## src/common/switch_pkg.sv

```systemverilog
// Purpose: shared constants for the switching output command handler
// Assumes: APB register access, four switching ports
// Notes: codes and offsets used by the handler and the port bank
package switch_pkg;
  // port count and register widths
  localparam int PORT_COUNT = 4;
  localparam int FUNC_W = 2;
  // register byte offsets
  localparam logic [7:0] CONFIG_OFFS = 8'h00;
  localparam logic [7:0] COMMAND_OFFS = 8'h04;
  localparam logic [7:0] STATE_OFFS = 8'h08;
  localparam logic [7:0] REPLY_OFFS = 8'h0c;
  localparam logic [7:0] STATUS_OFFS = 8'h10;
  // config register fields: two function bits per port, then inversion bits
  localparam int CFG_FUNC_LSB = 0;
  localparam int CFG_INV_LSB = 8;
  localparam logic [31:0] CONFIG_RESET = 32'h0000_0000;
  // port function codes
  localparam logic [1:0] FUNC_PASSIVE = 2'h0;
  localparam logic [1:0] FUNC_INPUT = 2'h1;
  localparam logic [1:0] FUNC_OUTPUT = 2'h2;
  // command register fields
  localparam int CMD_OP_LSB = 0;
  localparam int CMD_PORT_LSB = 4;
  localparam int CMD_MASK_LSB = 8;
  localparam int CMD_VAL_LSB = 12;
  // command opcodes
  localparam logic [1:0] OP_ACTIVATE = 2'h1;
  localparam logic [1:0] OP_SET = 2'h2;
  localparam logic [1:0] OP_QUERY = 2'h3;
  // reply characters
  localparam logic [7:0] CHAR_LOW = 8'h30;
  localparam logic [7:0] CHAR_HIGH = 8'h31;
  localparam logic [7:0] CHAR_INPUT = 8'h49;
  localparam logic [7:0] CHAR_PASSIVE = 8'h50;
  // set acknowledgment codes
  localparam logic [1:0] ACK_OK = 2'h0;
  localparam logic [1:0] ACK_SYNTAX = 2'h1;
  localparam logic [1:0] ACK_PARAM = 2'h2;
  localparam logic [1:0] ACK_OTHER = 2'h3;
  localparam int STATUS_VALID_BIT = 8;
  // reset values
  localparam logic [3:0] HELD_RESET = 4'h0;
  localparam logic [31:0] REPLY_RESET = 32'h5050_5050;
endpackage

```

## src/common/port_cmd_if.sv

```systemverilog
// Purpose: carries accepted commands and port configuration to the port bank
// Assumes: one clock domain
// Notes: pulses last one cycle
`timescale 1ns/10ps
`default_nettype none
interface port_cmd_if;
  logic activate;
  logic [1:0] actPort;
  logic set;
  logic [3:0] setMask;
  logic [3:0] setVal;
  logic [7:0] portFunc;
  logic [3:0] portInv;
  logic [3:0] held;
  // handler side issues commands, reads held states
  modport handler (output activate, actPort, set, setMask, setVal, portFunc, portInv,
    input held);
  // bank side keeps the held states
  modport bank (input activate, actPort, set, setMask, setVal, portFunc, portInv,
    output held);
endinterface
`default_nettype wire

```

## src/rtl/switch_output_command_handler.sv

```systemverilog
// Purpose: APB command front end for four switching output ports
// Assumes: host writes decoded commands into the command register
// Notes: text framing of the host link is outside this block
`timescale 1ns/10ps
`default_nettype none
module switch_output_command_handler (
  // clock and reset
  input wire logic clk,
  input wire logic rst_b,
  // apb slave
  input wire logic psel,
  input wire logic penable,
  input wire logic pwrite,
  input wire logic [7:0] paddr,
  input wire logic [31:0] pwdata,
  output logic [31:0] prdata,
  output logic pready,
  output logic pslverr,
  // switching pins
  output logic [3:0] portOut,
  output logic [3:0] portOe
);
  port_cmd_if cmdBus ();

  logic [31:0] portCfg;
  logic [31:0] reply;
  logic [1:0] ackCode;
  logic ackValid;
  logic access;
  logic wrCmd;
  logic mapped;
  logic [1:0] op;
  logic [2:0] portNum;
  logic [3:0] mask;
  logic [3:0] vals;
  logic [31:0] next_reply;
  logic [1:0] next_ack;
  logic [31:0] readMux;

  // reply character for one port from its function and held bit
  function automatic logic [7:0] port_char(input logic [1:0] func, input logic held);
    logic [7:0] c;
    c = switch_pkg::CHAR_PASSIVE;
    case (func)
      switch_pkg::FUNC_OUTPUT: c = held ? switch_pkg::CHAR_HIGH : switch_pkg::CHAR_LOW;
      switch_pkg::FUNC_INPUT: c = switch_pkg::CHAR_INPUT;
      default: c = switch_pkg::CHAR_PASSIVE;
    endcase
    return c;
  endfunction

  // register address match, used for writes and reads
  function automatic logic addr_is(input logic [7:0] a, input logic [7:0] offs);
    return a == offs;
  endfunction

  // zero wait state slave; unmapped addresses answer with an error
  assign access = psel && penable;
  assign pready = 1'b1;
  assign mapped = addr_is(paddr, switch_pkg::CONFIG_OFFS)
    || addr_is(paddr, switch_pkg::COMMAND_OFFS)
    || addr_is(paddr, switch_pkg::STATE_OFFS)
    || addr_is(paddr, switch_pkg::REPLY_OFFS)
    || addr_is(paddr, switch_pkg::STATUS_OFFS);
  assign pslverr = access && !mapped;
  assign wrCmd = access && pwrite && addr_is(paddr, switch_pkg::COMMAND_OFFS);

  // command fields
  assign op = pwdata[switch_pkg::CMD_OP_LSB +: 2];
  assign portNum = pwdata[switch_pkg::CMD_PORT_LSB +: 3];
  assign mask = pwdata[switch_pkg::CMD_MASK_LSB +: 4];
  assign vals = pwdata[switch_pkg::CMD_VAL_LSB +: 4];

  // accepted commands to the port bank
  assign cmdBus.activate = wrCmd && op == switch_pkg::OP_ACTIVATE
    && portNum >= 3'h1 && portNum <= 3'h4;
  assign cmdBus.actPort = 2'(portNum - 3'h1);
  assign cmdBus.set = wrCmd && op == switch_pkg::OP_SET && mask != 4'h0;
  assign cmdBus.setMask = mask;
  assign cmdBus.setVal = vals;
  assign cmdBus.portFunc = portCfg[switch_pkg::CFG_FUNC_LSB +: 8];
  assign cmdBus.portInv = portCfg[switch_pkg::CFG_INV_LSB +: 4];

  switch_port_bank u_bank (
    .clk(clk),
    .rst_b(rst_b),
    .cmd(cmdBus),
    .portOut(portOut),
    .portOe(portOe)
  );

  // port configuration register, written by software
  always_ff @(posedge clk or negedge rst_b) begin
    if (!rst_b) begin
      portCfg <= switch_pkg::CONFIG_RESET;
    end else if (access && pwrite && addr_is(paddr, switch_pkg::CONFIG_OFFS)) begin
      portCfg <= {20'h0, pwdata[11:0]};
    end
  end

  // query reply built from held bits and port functions
  always_comb begin
    next_reply = reply;
    for (int i = 0; i < switch_pkg::PORT_COUNT; i++) begin
      next_reply[8*i +: 8] = port_char(cmdBus.portFunc[2*i +: 2], cmdBus.held[i]);
    end
  end

  always_ff @(posedge clk or negedge rst_b) begin
    if (!rst_b) begin
      reply <= switch_pkg::REPLY_RESET;
    end else if (wrCmd && op == switch_pkg::OP_QUERY) begin
      reply <= next_reply;
    end
  end

  // set acknowledgment: empty port list or bad op is a syntax error, any activate a parameter error
  always_comb begin
    next_ack = switch_pkg::ACK_OTHER;
    case (op)
      switch_pkg::OP_SET: next_ack = (mask == 4'h0) ? switch_pkg::ACK_SYNTAX
        : switch_pkg::ACK_OK;
      switch_pkg::OP_ACTIVATE: next_ack = switch_pkg::ACK_PARAM;
      switch_pkg::OP_QUERY: next_ack = switch_pkg::ACK_OTHER;
      default: next_ack = switch_pkg::ACK_SYNTAX;
    endcase
  end

  // status only answers set commands and bad opcodes; activate gives no answer
  always_ff @(posedge clk or negedge rst_b) begin
    if (!rst_b) begin
      ackCode <= switch_pkg::ACK_OK;
      ackValid <= 1'b0;
    end else if (wrCmd && (op == switch_pkg::OP_SET || op == 2'h0)) begin
      ackCode <= next_ack;
      ackValid <= 1'b1;
    end else if (access && !pwrite && addr_is(paddr, switch_pkg::STATUS_OFFS)) begin
      ackValid <= 1'b0; // reading status consumes it
    end
  end

  // read data selection by address
  always_comb begin
    readMux = 32'h0;
    case (paddr)
      switch_pkg::CONFIG_OFFS: readMux = portCfg;
      switch_pkg::STATE_OFFS: readMux = {28'h0, cmdBus.held};
      switch_pkg::REPLY_OFFS: readMux = reply;
      switch_pkg::STATUS_OFFS: readMux = {23'h0, ackValid, 6'h0, ackCode};
      default: readMux = 32'h0;
    endcase
  end

  // read data fetched at the setup edge so the access cycle sees a flop; zero otherwise
  always_ff @(posedge clk or negedge rst_b) begin
    if (!rst_b) begin
      prdata <= 32'h0;
    end else if (psel && !penable && !pwrite) begin
      prdata <= readMux;
    end else begin
      prdata <= 32'h0;
    end
  end
endmodule
`default_nettype wire

```

## src/rtl/switch_port_bank.sv

```systemverilog
// Purpose: holds the logical state of each switching port and drives its pin
// Assumes: commands arrive as single-cycle pulses
// Notes: pins follow held state through the inversion bit
`timescale 1ns/10ps
`default_nettype none
module switch_port_bank (
  // clock and reset
  input wire logic clk,
  input wire logic rst_b,
  // command carrier
  port_cmd_if.bank cmd,
  // switching pins
  output logic [3:0] portOut,
  output logic [3:0] portOe
);
  genvar i;
  generate
    for (i = 0; i < switch_pkg::PORT_COUNT; i++) begin : g_port
      logic isOut;
      assign isOut = (cmd.portFunc[2*i +: 2] == switch_pkg::FUNC_OUTPUT);
      // held bit changes only on an accepted command to an output port
      always_ff @(posedge clk or negedge rst_b) begin
        if (!rst_b) begin
          cmd.held[i] <= switch_pkg::HELD_RESET[i];
        end else if (cmd.activate && cmd.actPort == 2'(i) && isOut) begin
          cmd.held[i] <= 1'b1;
        end else if (cmd.set && cmd.setMask[i] && isOut) begin
          cmd.held[i] <= cmd.setVal[i];
        end
      end
      // pin level is logical state through inversion, driven only as output
      always_ff @(posedge clk or negedge rst_b) begin
        if (!rst_b) begin
          portOut[i] <= 1'b0;
          portOe[i] <= 1'b0;
        end else begin
          portOut[i] <= cmd.held[i] ^ cmd.portInv[i];
          portOe[i] <= isOut;
        end
      end
    end
  endgenerate
endmodule
`default_nettype wire

```

## config.mk

```make
export PLATFORM = sky130hd
export DESIGN_NAME = switch_output_command_handler
export DESIGN_NICKNAME = d
export VERILOG_FILES = /design/src/common/switch_pkg.sv /design/src/common/port_cmd_if.sv /design/src/rtl/switch_output_command_handler.sv /design/src/rtl/switch_port_bank.sv
export SDC_FILE = /design/constraint.sdc
export NUM_CORES = 1
export LEC_CHECK = 0
export BUFFER_PORTS_ARGS = -buffer_cell sky130_fd_sc_hd__buf_2
export CAP_MARGIN = 10
export CELL_PAD_IN_SITES_DETAIL_PLACEMENT = 1
export CELL_PAD_IN_SITES_GLOBAL_PLACEMENT = 1
export CORE_MARGIN = 2
export CORE_UTILIZATION = 41
export CTS_CLUSTER_DIAMETER = 30
export CTS_CLUSTER_SIZE = 24
export DETAILED_ROUTE_END_ITERATION = 6
export PLACE_DENSITY_LB_ADDON = 0.1
export SLEW_MARGIN = 10
export SYNTH_ARGS = -nofsm -noshare
export SYNTH_HDL_FRONTEND = slang
export SYNTH_SLANG_ARGS = --single-unit
```

## constraint.sdc

```tcl
create_clock -name clk -period 1.9 [get_ports clk]
set_input_delay 0.095 -clock clk [delete_from_list [all_inputs] [get_ports clk]]
set_output_delay 0.095 -clock clk [all_outputs]
set_load 0.01 [all_outputs]
```

==> results of run 1 <==
## cell families (layout without fill, tap and decap cells)
| group | count (synthesis) | after routing |
|---|---|---|
| adder cells (fa/ha/maj) | 16 | 16 |
| flip-flops | 72 | 72 |
| buffers and inverters | 30 | 108 |
| multiplexers | 30 | 30 |
| AND/OR/NAND/NOR | 81 | 81 |
| XOR/XNOR | 4 | 4 |
| AO/OA/AOI/OAI | 34 | 34 |
| other | 2 | 8 |
## per-stage QoR
step | cells | setup slack, ps | power [mW]
2_1_floorplan | 275 | 320 | 1.65
3_3_place_gp | 431 | 136 | 1.75
3_5_place_dp | 431 | 130 | 1.76
4_1_cts | 455 | 397 | 2.98
5_1_grt | 455 | 266 | 3.07
6_report | 455 | 391 | 2.94
## cells in the final DEF, fill, tap and decap left out, drive strengths merged, types with 2 or more instances in the layout
cell type and count:
a21oi 7, nand3b 2, inv 11, nand2 19, buf 74, mux2i 7, and4 2, or4 2
nor3 3, and4b 4, o31ai 5, clkinv 2, clkbuf 9, and3 16, dfrtp 64, and2 3
xor2 4, nand4 7, nor2 11, o21ai 13, nand2b 3, nand3 2, ha 16, clkinvlp 3
conb 8, dlygate4sd3 8, dfstp 8, a22oi 5, mux2 23
## metal layers
| layer | vias up | track usage (%) |
|---|---|---|
| li1 | 1081 | - |
| met2 | 50 | 31.3 |
| met1 | 1141 | 26.8 |
| met5 | - | 0 |
| met3 | 9 | 2.98 |
| met4 | 0 | 9.31 |
## power groups by stage
stage	registers (mW)	clock network [mW]	logic [mW]
finish	1.55	1.21	0.189
global route	1.55	1.31	0.212
CTS	1.55	1.24	0.193
detailed placement	1.58	0	0.180
global placement	1.58	0	0.177
floorplan	1.58	0	0.0756
## worst max path at each step
stage                                           endpoint  slack (ps)  depth (start not counted)
after floorplan                   portCfg[0]$_DFFE_PN0P_         320                          5
after detailed placement         portCfg[10]$_DFFE_PN0P_         130                          5
after CTS                 u_bank.cmd.held[2]$_DFFE_PN0P_         400                          6
after global placement           portCfg[11]$_DFFE_PN0P_         140                          5
final                     u_bank.cmd.held[2]$_DFFE_PN0P_         390                          6
after global routing      u_bank.cmd.held[2]$_DFFE_PN0P_         270                          6
## layout make-up
cell class | instances | area share, %
inverter | 10 | 0.940
timing repair buffer | 82 | 12.3
tap | 102 | 3.19
clock buffer | 9 | 3.10
clock inverter | 7 | 1.79
multi-input combinational | 173 | 33.3
sequential | 72 | 45.3
## state kept, by name (all words and copies together), names as in the netlist
register	count
prdata	25
reply	20
portCfg	12
u_bank.cmd.held	4
u_bank.portOe	4
u_bank.portOut	4
ackCode	2
ackValid	1
## repair_timing
action                                  in CTS  in global routing
endpoints found under the setup margin       0                  0
resized for setup                            0                  0
endpoints found under the hold margin       22                  0
hold buffers                                 8                  0
==> impl_table.tex, run 1 <==
\begin{tabular}{lr}
\hline
Metric & Value \\
\hline
\multicolumn{2}{l}{\textbf{Job}} \\
\quad Number of maximum-capacitance constraint violations & 0 \\
\multicolumn{2}{l}{\textbf{Synth}} \\
\quad Share of synthesized area occupied by flip-flops and latches & 55.4\% \\
\quad Post-synthesis register bit count & 72 \\
\quad Fraction of the mapped netlist area in compound gates & 6.35\% \\
\quad Most used standard cells in the synthesized netlist & dfrtp\_1, nand2\_1, and3\_1, ha\_1 \\
\quad Cell count after synthesis & 269 \\
\quad Biggest area contributors in the synthesized netlist & dfrtp\_1, dfstp\_2, ha\_1, mux2\_2, mux2\_4 \\
\quad Cell accounting for the most synthesized area & dfrtp\_1 \\
\quad Cell area after synthesis & 0.00327 sq mm \\
\quad Post-synthesis cell type count & 44 \\
\quad YS warnings & 0 \\
\quad Proportion of synthesized area in mux cells & 11.1\% \\
\quad Combinational family with the most area after synthesis & simple AND/OR/NAND/NOR gates \\
\quad Syn\_area\_per\_cell & 12.2 sq um \\
\quad Share of synthesized flip-flops with an asynchronous set or reset & 100\% \\
\quad Post-synthesis simple-gate area fraction & 15.1\% \\
\quad Yosys top cell area share & 49.0\% \\
\quad Share of the synthesized netlist area taken by xor and xnor gates & 1.07\% \\
\quad Dominant synthesized flop cell & dfrtp\_1 \\
\quad Count leader, synth & dfrtp\_1 \\
\quad Fraction of the mapped netlist area in adder cells & 6.12\% \\
\quad Post-synth EDFFs & 0 \\
\multicolumn{2}{l}{\textbf{Drt}} \\
\quad DRT iter0 DRCs & 104 \\
\quad M1 WL & 3590 microns \\
\quad Final routed wire length divided by cell count & 17.3 microns \\
\quad Final wirelength & 7860 microns \\
\quad Top Metal Used & met4 \\
\quad Mean number of vias per cell & 5.01 \\
\quad Count of TritonRoute iterations in the first routing pass & 4 \\
\quad Routed via count & 2,281 \\
\quad Met2 routed wirelength & 3870 microns \\
\quad Met3 WL post-DR & 259 microns \\
\quad Routed Antenna Nets & 0 \\
\quad Number of DRC violations after detailed routing & 0 \\
\multicolumn{2}{l}{\textbf{Placement}} \\
\quad HPWL reported at the end of detailed placement & 5670 microns \\
\quad Number of input and output port buffers inserted & 62 \\
\quad Area of placed instances & 0.00372 sq mm \\
\quad Global placer's final weighted congestion & 0.828 \\
\multicolumn{2}{l}{\textbf{Power and ir drop}} \\
\quad Internal power & 2.22 mW \\
\quad Power Dens Cells & 736 mW/mm\^{}2 \\
\quad Portion of total power attributed to combinational logic & 6.4\% \\
\quad Sw Share & 24.6\% \\
\quad Sequential fraction of design power & 52.6\% \\
\quad Relative contribution of the clock network to total power & 41.0\% \\
\quad Leakage Power & 2.13 nW \\
\quad Switching Power & 0.723 mW \\
\quad Largest voltage drop on the vdd net & 0.335 mV \\
\multicolumn{2}{l}{\textbf{Layout}} \\
\quad Layout cells sized above 1 & 36.0\% \\
\quad Sequential standard cell area & 0.00181 sq mm \\
\quad Finished Cell Area & 0.00400 sq mm \\
\quad Post-layout nets & 409 \\
\quad Area Growth Syn to Fin & 22.2\% \\
\quad Fillcell total & 863 \\
\quad Combined area of the multi-input logic cells & 0.00133 sq mm \\
\quad Util after Layout & 51.7\% \\
\quad Ant. Diodes & 0 \\
\multicolumn{2}{l}{\textbf{Setup path}} \\
\quad Data required time of the critical path & 2110 ps \\
\quad Worst-path cell chain & inv\_1 -> ha\_1 -> and4b\_1 -> nand4\_1 -> mux2i\_1 -> o21ai\_0 \\
\quad Arrival time at the worst endpoint & 1720 ps \\
\quad Critical path class & reg -> reg \\
\quad Critical R2R Launch & portCfg[4]\$\_DFFE\_PN0P\_ \\
\quad Largest stage delay on the critical path & 450 ps \\
\quad Worst path buffer plus inverter count & 1 \\
\quad R2R setup slack & 390 ps \\
\quad Startpoint types & register \\
\quad Endpoint type of the worst setup path & register \\
\quad CP Launch Point & portCfg[4]\$\_DFFE\_PN0P\_ \\
\quad Critical-path top delay cell & dfrtp\_1 \\
\quad Reg2reg end & u\_bank.cmd.held[2]\$\_DFFE\_PN0P\_ \\
\quad Depth of the worst register-to-register path & 6 \\
\quad Maximum fanout along the worst path & 5 \\
\quad Crit path max-delay family & flip-flops \\
\multicolumn{2}{l}{\textbf{GRT}} \\
\quad Pin count of the biggest net entering global routing & 57 \\
\quad Wire length of the first global-routing pass & 12,800 microns \\
\quad Antenna violations before repair & 0 \\
\quad Leftover overflow at the end of global routing & 0 \\
\quad Total Routing Usage GR & 19.8\% \\
\quad Vias in the first global route & 2,364 \\
\multicolumn{2}{l}{\textbf{Clock network}} \\
\quad H-tree level count & 3 \\
\quad Clock-pin slew on the worst setup and hold paths & 80 ps \\
\quad Bufs on Longest Clock Path & 2 \\
\quad Root Driver & clkbuf\_8 \\
\quad Clock latency reported for the late side of the worst-skew pair & 340 ps \\
\quad TritonCTS clock tree & built \\
\quad TritonCTS Sinks & 72 \\
\quad Buffers inserted during post-CTS setup optimization & 0 \\
\quad Num CTS Buffers & 9 \\
\multicolumn{2}{l}{\textbf{STA}} \\
\quad Final hold violation count & 0 \\
\quad RSZ-0062 raised after global routing & no \\
\quad Max-slew violation count & 0 \\
\quad Transition time at the pin with the least slew margin & 709 ps \\
\quad Final worst path period share & 79.4\% \\
\quad Final critical-path required period & 1510 ps \\
\quad Worst-case clock skew & 8.04 ps \\
\quad Final hold slack & 16.7 ps \\
\quad Worst slew margin relative to its limit & 52.6\% \\
\quad Final total negative setup slack & 0 ps \\
\quad Fmax & 663 MHz \\
\quad \# setup viols final & 0 \\
\multicolumn{2}{l}{\textbf{Hold path}} \\
\quad Tightest Hold Check Type & in -> reg \\
\quad Hold Path Cell Cnt & 2 \\
\quad Source of the worst hold timing path & pwdata[8] \\
\quad Worst-case hold path end point & portCfg[8]\$\_DFFE\_PN0P\_ \\
\multicolumn{2}{l}{\textbf{Floorplan}} \\
\quad Rows & 32 \\
\quad Die outline area & 0.00870 sq mm \\
\quad Chip Width & 93.3 microns \\
\quad Floorplan core area & 0.00773 sq mm \\
\quad Starting density of the core & 42.3\% \\
\quad Vertical extent of the die & 93.3 microns \\
\quad Number of ports placed on the die boundary & 87 \\
\multicolumn{2}{l}{\textbf{Status}} \\
\quad Run status & finished, final reports clean \\
\hline
\end{tabular}
(Power assumes the default switching activity.)
==> inputs of run 2 (changes only) <==
==> constraint.sdc (replaced) <==
create_clock -name clk -period 1.47 [get_ports clk]
set_input_delay 0.0735 -clock clk [delete_from_list [all_inputs] [get_ports clk]]
set_output_delay 0.0735 -clock clk [all_outputs]
set_load 0.01 [all_outputs]
==> impl_table.tex, run 2 (synthesized netlist as in run 1, its figures left out) <==
\begin{tabular}{lr}
\hline
Metric & Value \\
\hline
\multicolumn{2}{l}{\textbf{Status}} \\
\quad Run status & finished, final reports clean \\
\multicolumn{2}{l}{\textbf{STA}} \\
\quad Final critical-path required period & 1410 ps (-97.9 ps) \\
\quad Max-slew violation count & 0 (unchanged) \\
\quad Final hold violation count & 0 (unchanged) \\
\quad Worst-case clock skew & 10.9 ps (+2.86 ps) \\
\quad Final worst path period share & 96.0\% (+17 points) \\
\quad Fmax & 709 MHz (+6.9\%) \\
\quad Final total negative setup slack & 0 ps (unchanged) \\
\quad \# setup viols final & 0 (unchanged) \\
\multicolumn{2}{l}{\textbf{Layout}} \\
\quad Largest register by flop count & prdata \\
\quad Leading cell type in the layout, fill and taps excluded & dfrtp\_1 \\
\quad Highest-count cells in the layout ignoring fill and taps & dfrtp\_1, buf\_2, buf\_4 \\
\quad Registers with the most flip-flops & prdata x25, reply x20, portCfg x12 \\
\quad Ant. Diodes & 0 (unchanged) \\
\quad Layout cells sized above 1 & 39.8\% (+3.8 points) \\
\quad Area Growth Syn to Fin & 28.7\% \\
\quad Fillcell total & 841 (-2.5\%) \\
\quad Post-layout nets & 433 (+5.9\%) \\
\quad Largest register FFs & 25 (unchanged) \\
\multicolumn{2}{l}{\textbf{Drt}} \\
\quad Final routed wire length divided by cell count & 17.8 microns (+3.2\%) \\
\quad Routed via count & 2,422 (+6.2\%) \\
\quad Final wirelength & 8540 microns (+8.7\%) \\
\quad DRT iter0 DRCs & 71 (-32\%) \\
\quad Count of TritonRoute iterations in the first routing pass & 4 (unchanged) \\
\quad Mean number of vias per cell & 5.06 (+0.86\%) \\
\quad Number of DRC violations after detailed routing & 0 (unchanged) \\
\quad Routed Antenna Nets & 0 (unchanged) \\
\multicolumn{2}{l}{\textbf{Power and ir drop}} \\
\quad Total Power Consumption & 3.69 mW (+25\%) \\
\quad Leakage Power & 2.25 nW (+5.3\%) \\
\quad Power Dens Cells & 876 mW/mm\^{}2 (+19\%) \\
\quad Largest voltage drop on the vdd net & 0.509 mV (+52\%) \\
\multicolumn{2}{l}{\textbf{Setup path}} \\
\quad Endpoint type of the worst setup path & register \\
\quad Startpoint types & register \\
\quad Crit path max-delay family & flip-flops \\
\quad Critical-path top delay cell & dfrtp\_1 \\
\quad Worst-path cell chain & inv\_2 -> ha\_4 -> and4b\_1 -> nand4\_1 -> mux2i\_2 -> o21ai\_1 \\
\quad Critical path class & reg -> reg \\
\quad Worst path buffer plus inverter count & 1 (unchanged) \\
\quad Largest stage delay on the critical path & 400 ps (-50 ps) \\
\quad Data required time of the critical path & 1690 ps (-420 ps) \\
\quad Maximum fanout along the worst path & 2 (-3) \\
\quad Arrival time at the worst endpoint & 1630 ps (-90 ps) \\
\multicolumn{2}{l}{\textbf{GRT}} \\
\quad Gr busiest metal & met2 \\
\quad Antenna violations before repair & 0 (unchanged) \\
\quad Vias in the first global route & 2,597 (+9.9\%) \\
\quad Total Routing Usage GR & 20.8\% (+0.98 points) \\
\quad Wire length of the first global-routing pass & 13,600 microns (+6.2\%) \\
\quad Met2 track demand over resource in global routing & 34.3\% (+3.0 points) \\
\quad Global-route track usage on met1 & 27.1\% (+0.28 points) \\
\quad Pin count of the biggest net entering global routing & 73 (+28\%) \\
\quad Global routing usage on met3 & 3.38\% (+0.40 points) \\
\quad Leftover overflow at the end of global routing & 0 (unchanged) \\
\multicolumn{2}{l}{\textbf{Clock network}} \\
\quad Root Driver & clkbuf\_8 \\
\quad Clock latency reported for the late side of the worst-skew pair & 350 ps (about the same) \\
\quad Bufs on Longest Clock Path & 2 (unchanged) \\
\quad H-tree level count & 3 (unchanged) \\
\quad TritonCTS clock tree & built \\
\quad Num CTS Buffers & 9 (unchanged) \\
\quad Clock-pin slew on the worst setup and hold paths & 80 ps (about the same) \\
\quad TritonCTS Sinks & 72 (unchanged) \\
\multicolumn{2}{l}{\textbf{Floorplan}} \\
\quad Vertical extent of the die & 93.3 microns (unchanged) \\
\quad Starting density of the core & 42.3\% (unchanged) \\
\quad Number of ports placed on the die boundary & 87 (unchanged) \\
\quad Rows & 32 (unchanged) \\
\quad Chip Width & 93.3 microns (unchanged) \\
\quad Die outline area & 0.00870 sq mm (unchanged) \\
\quad Floorplan core area & 0.00773 sq mm (unchanged) \\
\multicolumn{2}{l}{\textbf{Hold path}} \\
\quad Tightest Hold Check Type & in -> reg \\
\multicolumn{2}{l}{\textbf{Placement}} \\
\quad HPWL reported at the end of detailed placement & 6150 microns (+8.4\%) \\
\quad Global placer's final weighted congestion & 0.870 (+5.1\%) \\
\quad Number of input and output port buffers inserted & 62 (unchanged) \\
\multicolumn{2}{l}{\textbf{Job}} \\
\quad Number of maximum-capacitance constraint violations & 0 (unchanged) \\
\hline
\end{tabular}
## run 2: cell types whose count changed in the layout (fill, tap and decap cells not counted), moves of 2 or more
cell	previous run	this run
buf_12	1	3
buf_4	11	29
clkinv_4	0	3
ha_1	16	14
o21ai_1	0	2
dlygate4sd3_1	8	12
o21ai_0	13	11
## run 2: path summary, 6_finish.rpt
kind                                        startpoint                              to  slack (ps)  cells after the start
max in group asynchronous                        rst_b            reply[6]$_DFFE_PN1P_         840                      3
worst max register to register  portCfg[2]$_DFFE_PN0P_  u_bank.cmd.held[1]$_DFFE_PN0P_          60                      6
worst min-delay path                         pwdata[5]  u_bank.cmd.held[2]$_DFFE_PN0P_          30                      3
worst min register to register   reply[28]$_DFFE_PN1P_           reply[28]$_DFFE_PN1P_         490                      2
min in group asynchronous                        rst_b      u_bank.portOe[2]$_DFF_PN0_         260                      3
worst max-delay path            portCfg[2]$_DFFE_PN0P_  u_bank.cmd.held[1]$_DFFE_PN0P_          60                      6
## run 2: worst min-delay path: stages
cell     delay [ps]
buf_2           130
nand2_1          60
o21ai_0          70
## run 2: where the power goes
| group | switching, mW | internal, mW | total [mW] |
|---|---|---|---|
| Combinational | 0.163 | 0.124 | 0.288 |
| Clock | 0.781 | 0.618 | 1.40 |
| Sequential | 0.00676 | 1.99 | 2.00 |
| Total | 0.951 | 2.73 | 3.69 |
## run 2: stage by stage
stage | area (sq um) | instances | util (%) | setup WS, ps | hold slack (ps)
final | 4210 | 479 | 54.5 | 59.4 | 30.0
after global routing | 4210 | 479 | 54.5 | -1.06 | 22.5
after CTS | 4180 | 478 | 54.1 | 0.826 | 19.9
after detailed placement | 3890 | 450 | 50.3 | -237 | 140
after global placement | 3890 | 450 | 50.3 | -193 | 131
after floorplan | 3290 | 275 | - | -88.2 | -222
## run 2: final cells by class
cell class,count,area (sq um),share of cell area (%)
Tap cell,102,128,3.03
Sequential cell,72,1810,43.1
Clock inverter,6,46.3,1.10
Inverter,10,37.5,0.892
Timing Repair Buffer,106,708,16.8
Multi-Input combinational cell,173,1350,32.1
Clock buffer,10,128,3.03
## run 2: timing repair
item | CTS | global route
resized for setup | 0 | 7
endpoints found under the hold margin | 74 | 0
buffers inserted | 0 | 1
endpoints found under the setup margin | 0 | 2
hold buffers | 12 | 0
## run 2: layer usage
metal  routed length, microns  up-vias
li1                         -     1134
met1                     3880     1229
met2                     4260       45
met3                      248       14
met4                      160        0
met5                        0        -
==> inputs of run 3 (changes only) <==
--- a/config.mk
+++ b/config.mk
@@ -5,12 +5,13 @@
 export SDC_FILE = /design/constraint.sdc
 export NUM_CORES = 1
 export LEC_CHECK = 0
+export ABC_AREA = 1
 export BUFFER_PORTS_ARGS = -buffer_cell sky130_fd_sc_hd__buf_2
 export CAP_MARGIN = 10
 export CELL_PAD_IN_SITES_DETAIL_PLACEMENT = 1
 export CELL_PAD_IN_SITES_GLOBAL_PLACEMENT = 1
 export CORE_MARGIN = 2
-export CORE_UTILIZATION = 41
+export CORE_UTILIZATION = 40
 export CTS_CLUSTER_DIAMETER = 30
 export CTS_CLUSTER_SIZE = 24
 export DETAILED_ROUTE_END_ITERATION = 6
==> impl_table.tex, run 3 <==
\begin{tabular}{lr}
\hline
Metric & Value \\
\hline
\multicolumn{2}{l}{\textbf{Clock network}} \\
\quad TritonCTS clock tree & built \\
\quad Resized Gates After CTS & 0 (unchanged) \\
\quad H-tree level count & 3 (unchanged) \\
\quad Clock-pin slew on the worst setup and hold paths & 80 ps (about the same) \\
\quad Bufs on Longest Clock Path & 2 (unchanged) \\
\quad Root Driver & clkbuf\_8 \\
\quad TritonCTS Sinks & 72 (unchanged) \\
\quad Num CTS Buffers & 9 (unchanged) \\
\quad Clock latency reported for the late side of the worst-skew pair & 340 ps (about the same) \\
\quad Buffers inserted during post-CTS setup optimization & 0 (unchanged) \\
\quad Hold-fix buffers at CTS & 6 (-6) \\
\multicolumn{2}{l}{\textbf{Drt}} \\
\quad Final routed wire length divided by cell count & 14.7 microns (-17\%) \\
\quad DRT iter0 DRCs & 84 (+18\%) \\
\quad Final wirelength & 8330 microns (-2.5\%) \\
\quad Number of DRC violations after detailed routing & 0 (unchanged) \\
\quad Mean number of vias per cell & 4.75 (-6.1\%) \\
\quad Routed Antenna Nets & 0 (unchanged) \\
\quad Routed via count & 2,683 (+11\%) \\
\quad Count of TritonRoute iterations in the first routing pass & 4 (unchanged) \\
\multicolumn{2}{l}{\textbf{Setup path}} \\
\quad Arrival time at the worst endpoint & 1610 ps (-20 ps) \\
\quad Worst path buffer plus inverter count & 2 (+1) \\
\quad Worst-path cell chain & inv\_1 -> ha\_1 -> inv\_1 -> nor3\_1 -> nand4\_1 -> nand3\_1 \\
\quad Critical path class & reg -> reg \\
\quad Critical-path top delay cell & dfrtp\_1 \\
\quad Most frequent cell on the critical path & inv\_1 \\
\quad Endpoint type of the worst setup path & register \\
\quad Startpoint types & register \\
\quad Depth of the worst register-to-register path & 6 (unchanged) \\
\quad Largest stage delay on the critical path & 410 ps (about the same) \\
\quad Data required time of the critical path & 1740 ps (+50 ps) \\
\quad Maximum fanout along the worst path & 4 (+2) \\
\quad Number of gates on the worst path with buffers counted & 6 (unchanged) \\
\quad Crit path max-delay family & simple AND/OR/NAND/NOR gates \\
\multicolumn{2}{l}{\textbf{GRT}} \\
\quad Met2 track demand over resource in global routing & 29.2\% (-5.1 points) \\
\quad Global-route track usage on met1 & 25.4\% (-1.7 points) \\
\quad Gr busiest metal & met2 \\
\quad Vias in the first global route & 2,770 (+6.7\%) \\
\quad Pin count of the biggest net entering global routing & 73 (unchanged) \\
\quad Total Routing Usage GR & 18.1\% (-2.6 points) \\
\quad Global routing usage on met3 & 2.55\% (-0.83 points) \\
\quad Antenna violations before repair & 0 (unchanged) \\
\quad Leftover overflow at the end of global routing & 0 (unchanged) \\
\quad Wire length of the first global-routing pass & 13,900 microns (+2.3\%) \\
\multicolumn{2}{l}{\textbf{Layout}} \\
\quad Number of standard cells in the final layout excluding fillers & 565 (+18\%) \\
\quad Largest register FFs & 25 (unchanged) \\
\quad Largest register by flop count & prdata \\
\quad Ant. Diodes & 0 (unchanged) \\
\quad Fillcell total & 1,034 (+23\%) \\
\quad Area Growth Syn to Fin & 20.1\% \\
\quad Registers with the most flip-flops & prdata x25, reply x20, portCfg x12 \\
\quad Highest-count cells in the layout ignoring fill and taps & dfrtp\_1, buf\_2, nand2\_1 \\
\quad Leading cell type in the layout, fill and taps excluded & dfrtp\_1 \\
\quad Layout cells sized above 1 & 38.5\% (-1.3 points) \\
\quad Post-layout nets & 513 (+18\%) \\
\multicolumn{2}{l}{\textbf{Synth}} \\
\quad Cell count after synthesis & 374 (+39\%) \\
\quad Post-synthesis register bit count & 72 (unchanged) \\
\quad Yosys top cell area share & 44.3\% (-4.7 points) \\
\quad Count leader, synth & dfrtp\_1 \\
\quad Post-synth EDFFs & 0 (unchanged) \\
\quad Cell area after synthesis & 0.00361 sq mm (+11\%) \\
\quad Post-synthesis cell type count & 35 (-20\%) \\
\quad Syn\_area\_per\_cell & 9.67 sq um (-20\%) \\
\quad Biggest area contributors in the synthesized netlist & dfrtp\_1, o21ai\_2, nand2\_1, dfstp\_2, ha\_1 \\
\quad Most used standard cells in the synthesized netlist & dfrtp\_1, nand2\_1, inv\_1, nor2\_1 \\
\quad Dominant synthesized flop cell & dfrtp\_1 \\
\quad Cell accounting for the most synthesized area & dfrtp\_1 \\
\quad YS warnings & 0 (unchanged) \\
\quad Share of synthesized flip-flops with an asynchronous set or reset & 100\% (unchanged) \\
\quad Share of synthesized area occupied by flip-flops and latches & 50.1\% (-5.3 points) \\
\multicolumn{2}{l}{\textbf{Placement}} \\
\quad Placed cells & 543 (+21\%) \\
\quad Number of input and output port buffers inserted & 62 (unchanged) \\
\quad HPWL reported at the end of detailed placement & 6140 microns (-0.14\%) \\
\quad Global placer's final weighted congestion & 0.791 (-9.1\%) \\
\multicolumn{2}{l}{\textbf{STA}} \\
\quad Final hold violation count & 0 (unchanged) \\
\quad Final worst path period share & 91.2\% (-4.8 points) \\
\quad RSZ-0062 raised after global routing & no \\
\quad Max-slew violation count & 0 (unchanged) \\
\quad Worst-case clock skew & 7.65 ps (-3.26 ps) \\
\quad Final critical-path required period & 1340 ps (-70.4 ps) \\
\quad Fmax & 746 MHz (+5.3\%) \\
\quad Final total negative setup slack & 0 ps (unchanged) \\
\quad \# setup viols final & 0 (unchanged) \\
\multicolumn{2}{l}{\textbf{Hold path}} \\
\quad Tightest Hold Check Type & in -> reg \\
\quad Hold Path Cell Cnt & 3 (unchanged) \\
\multicolumn{2}{l}{\textbf{Power and ir drop}} \\
\quad Leakage Power & 2.27 nW (+1.2\%) \\
\quad Power Dens Cells & 957 mW/mm\^{}2 (+9.2\%) \\
\quad Largest voltage drop on the vdd net & 0.558 mV (+9.5\%) \\
\multicolumn{2}{l}{\textbf{Floorplan}} \\
\quad Vertical extent of the die & 99.1 microns (+6.2\%) \\
\quad Chip Width & 99.1 microns (+6.2\%) \\
\quad Rows & 34 (+6.3\%) \\
\quad Number of ports placed on the die boundary & 87 (unchanged) \\
\quad Floorplan core area & 0.00876 sq mm (+13\%) \\
\quad Die outline area & 0.00981 sq mm (+13\%) \\
\quad Starting density of the core & 41.2\% (-1.1 points) \\
\multicolumn{2}{l}{\textbf{Job}} \\
\quad Number of maximum-capacitance constraint violations & 0 (unchanged) \\
\multicolumn{2}{l}{\textbf{Status}} \\
\quad Run status & finished, final reports clean \\
\hline
\end{tabular}
## run 3: changes by cell type in the layout (fill, tap and decap cells not counted), moves of 16 or more
cell / delta
nand2_1: +40
inv_1: +33
nand2_2: +25
o21ai_2: +26
buf_4: -21
nor2_1: +29
and3_1: -16
## run 3: kinds of logic (layout without fill, tap and decap cells)
family	Yosys count	after routing	share of synthesized area, %
flip-flops	72	72	50.1
AND/OR/NAND/NOR	165	165	23.5
adder cells (fa/ha/maj)	16	16	5.54
XOR/XNOR	4	4	0.969
buffers and inverters	68	145	9.35
AO/OA/AOI/OAI	47	47	10.3
other	2	8	0.208
## run 3: where the power goes
group | total, mW | internal (mW) | switching (mW)
clock | 1.91 | 1.13 | 0.781
combinational | 0.244 | 0.0819 | 0.162
sequential | 2.00 | 1.99 | 0.00793
## run 3: per-layer routing
layer	wire length, microns	vias to the layer above
li1	-	1310
met1	3960	1320
met2	4020	48
met3	284	5
met4	70	0
met5	0	-
## run 3: layout make-up
cell class	count	area [sq um]	area share, %
clock buffer	9	124	2.85
clock inverter	7	120	2.77
inverter	51	194	4.47
multi-input combinational	240	1490	34.3
sequential	72	1810	41.7
tap	108	135	3.11
timing repair buffer	78	470	10.8
## run 3: final timing paths
path | startpoint | to | slack [ps]
setup / recovery | portCfg[0]$_DFFE_PN0P_ | u_bank.cmd.held[0]$_DFFE_PN0P_ | 130
hold / removal | pwdata[2] | portCfg[2]$_DFFE_PN0P_ | 20
setup reg to reg | portCfg[0]$_DFFE_PN0P_ | u_bank.cmd.held[0]$_DFFE_PN0P_ | 130
hold reg to reg | reply[6]$_DFFE_PN1P_ | reply[6]$_DFFE_PN1P_ | 480
max in group asynchronous | rst_b | reply[20]$_DFFE_PN1P_ | 830
min in group asynchronous | rst_b | prdata[2]$_DFF_PN0_ | 270
## run 3: worst reg2reg max path, cell delays in order, from the launching register on
cell and delay, ps:
dfrtp_1 410, inv_1 80, ha_1 250, inv_1 90, nor3_1 180, nand4_1 150
nand3_1 110
## run 3: through the flow
step	power, mW	instance area, sq um	hold WS (ps)	worst slack [ps]	util, %
2_1_floorplan	2.16	3640	-222	267	-
3_3_place_gp	2.27	4040	140	168	46.1
3_5_place_dp	2.28	4040	139	156	46.1
4_1_cts	4.20	4340	3.99	119	49.6
5_1_grt	4.31	4340	21.2	5.91	49.6
6_report	4.16	4340	16.7	130	49.6
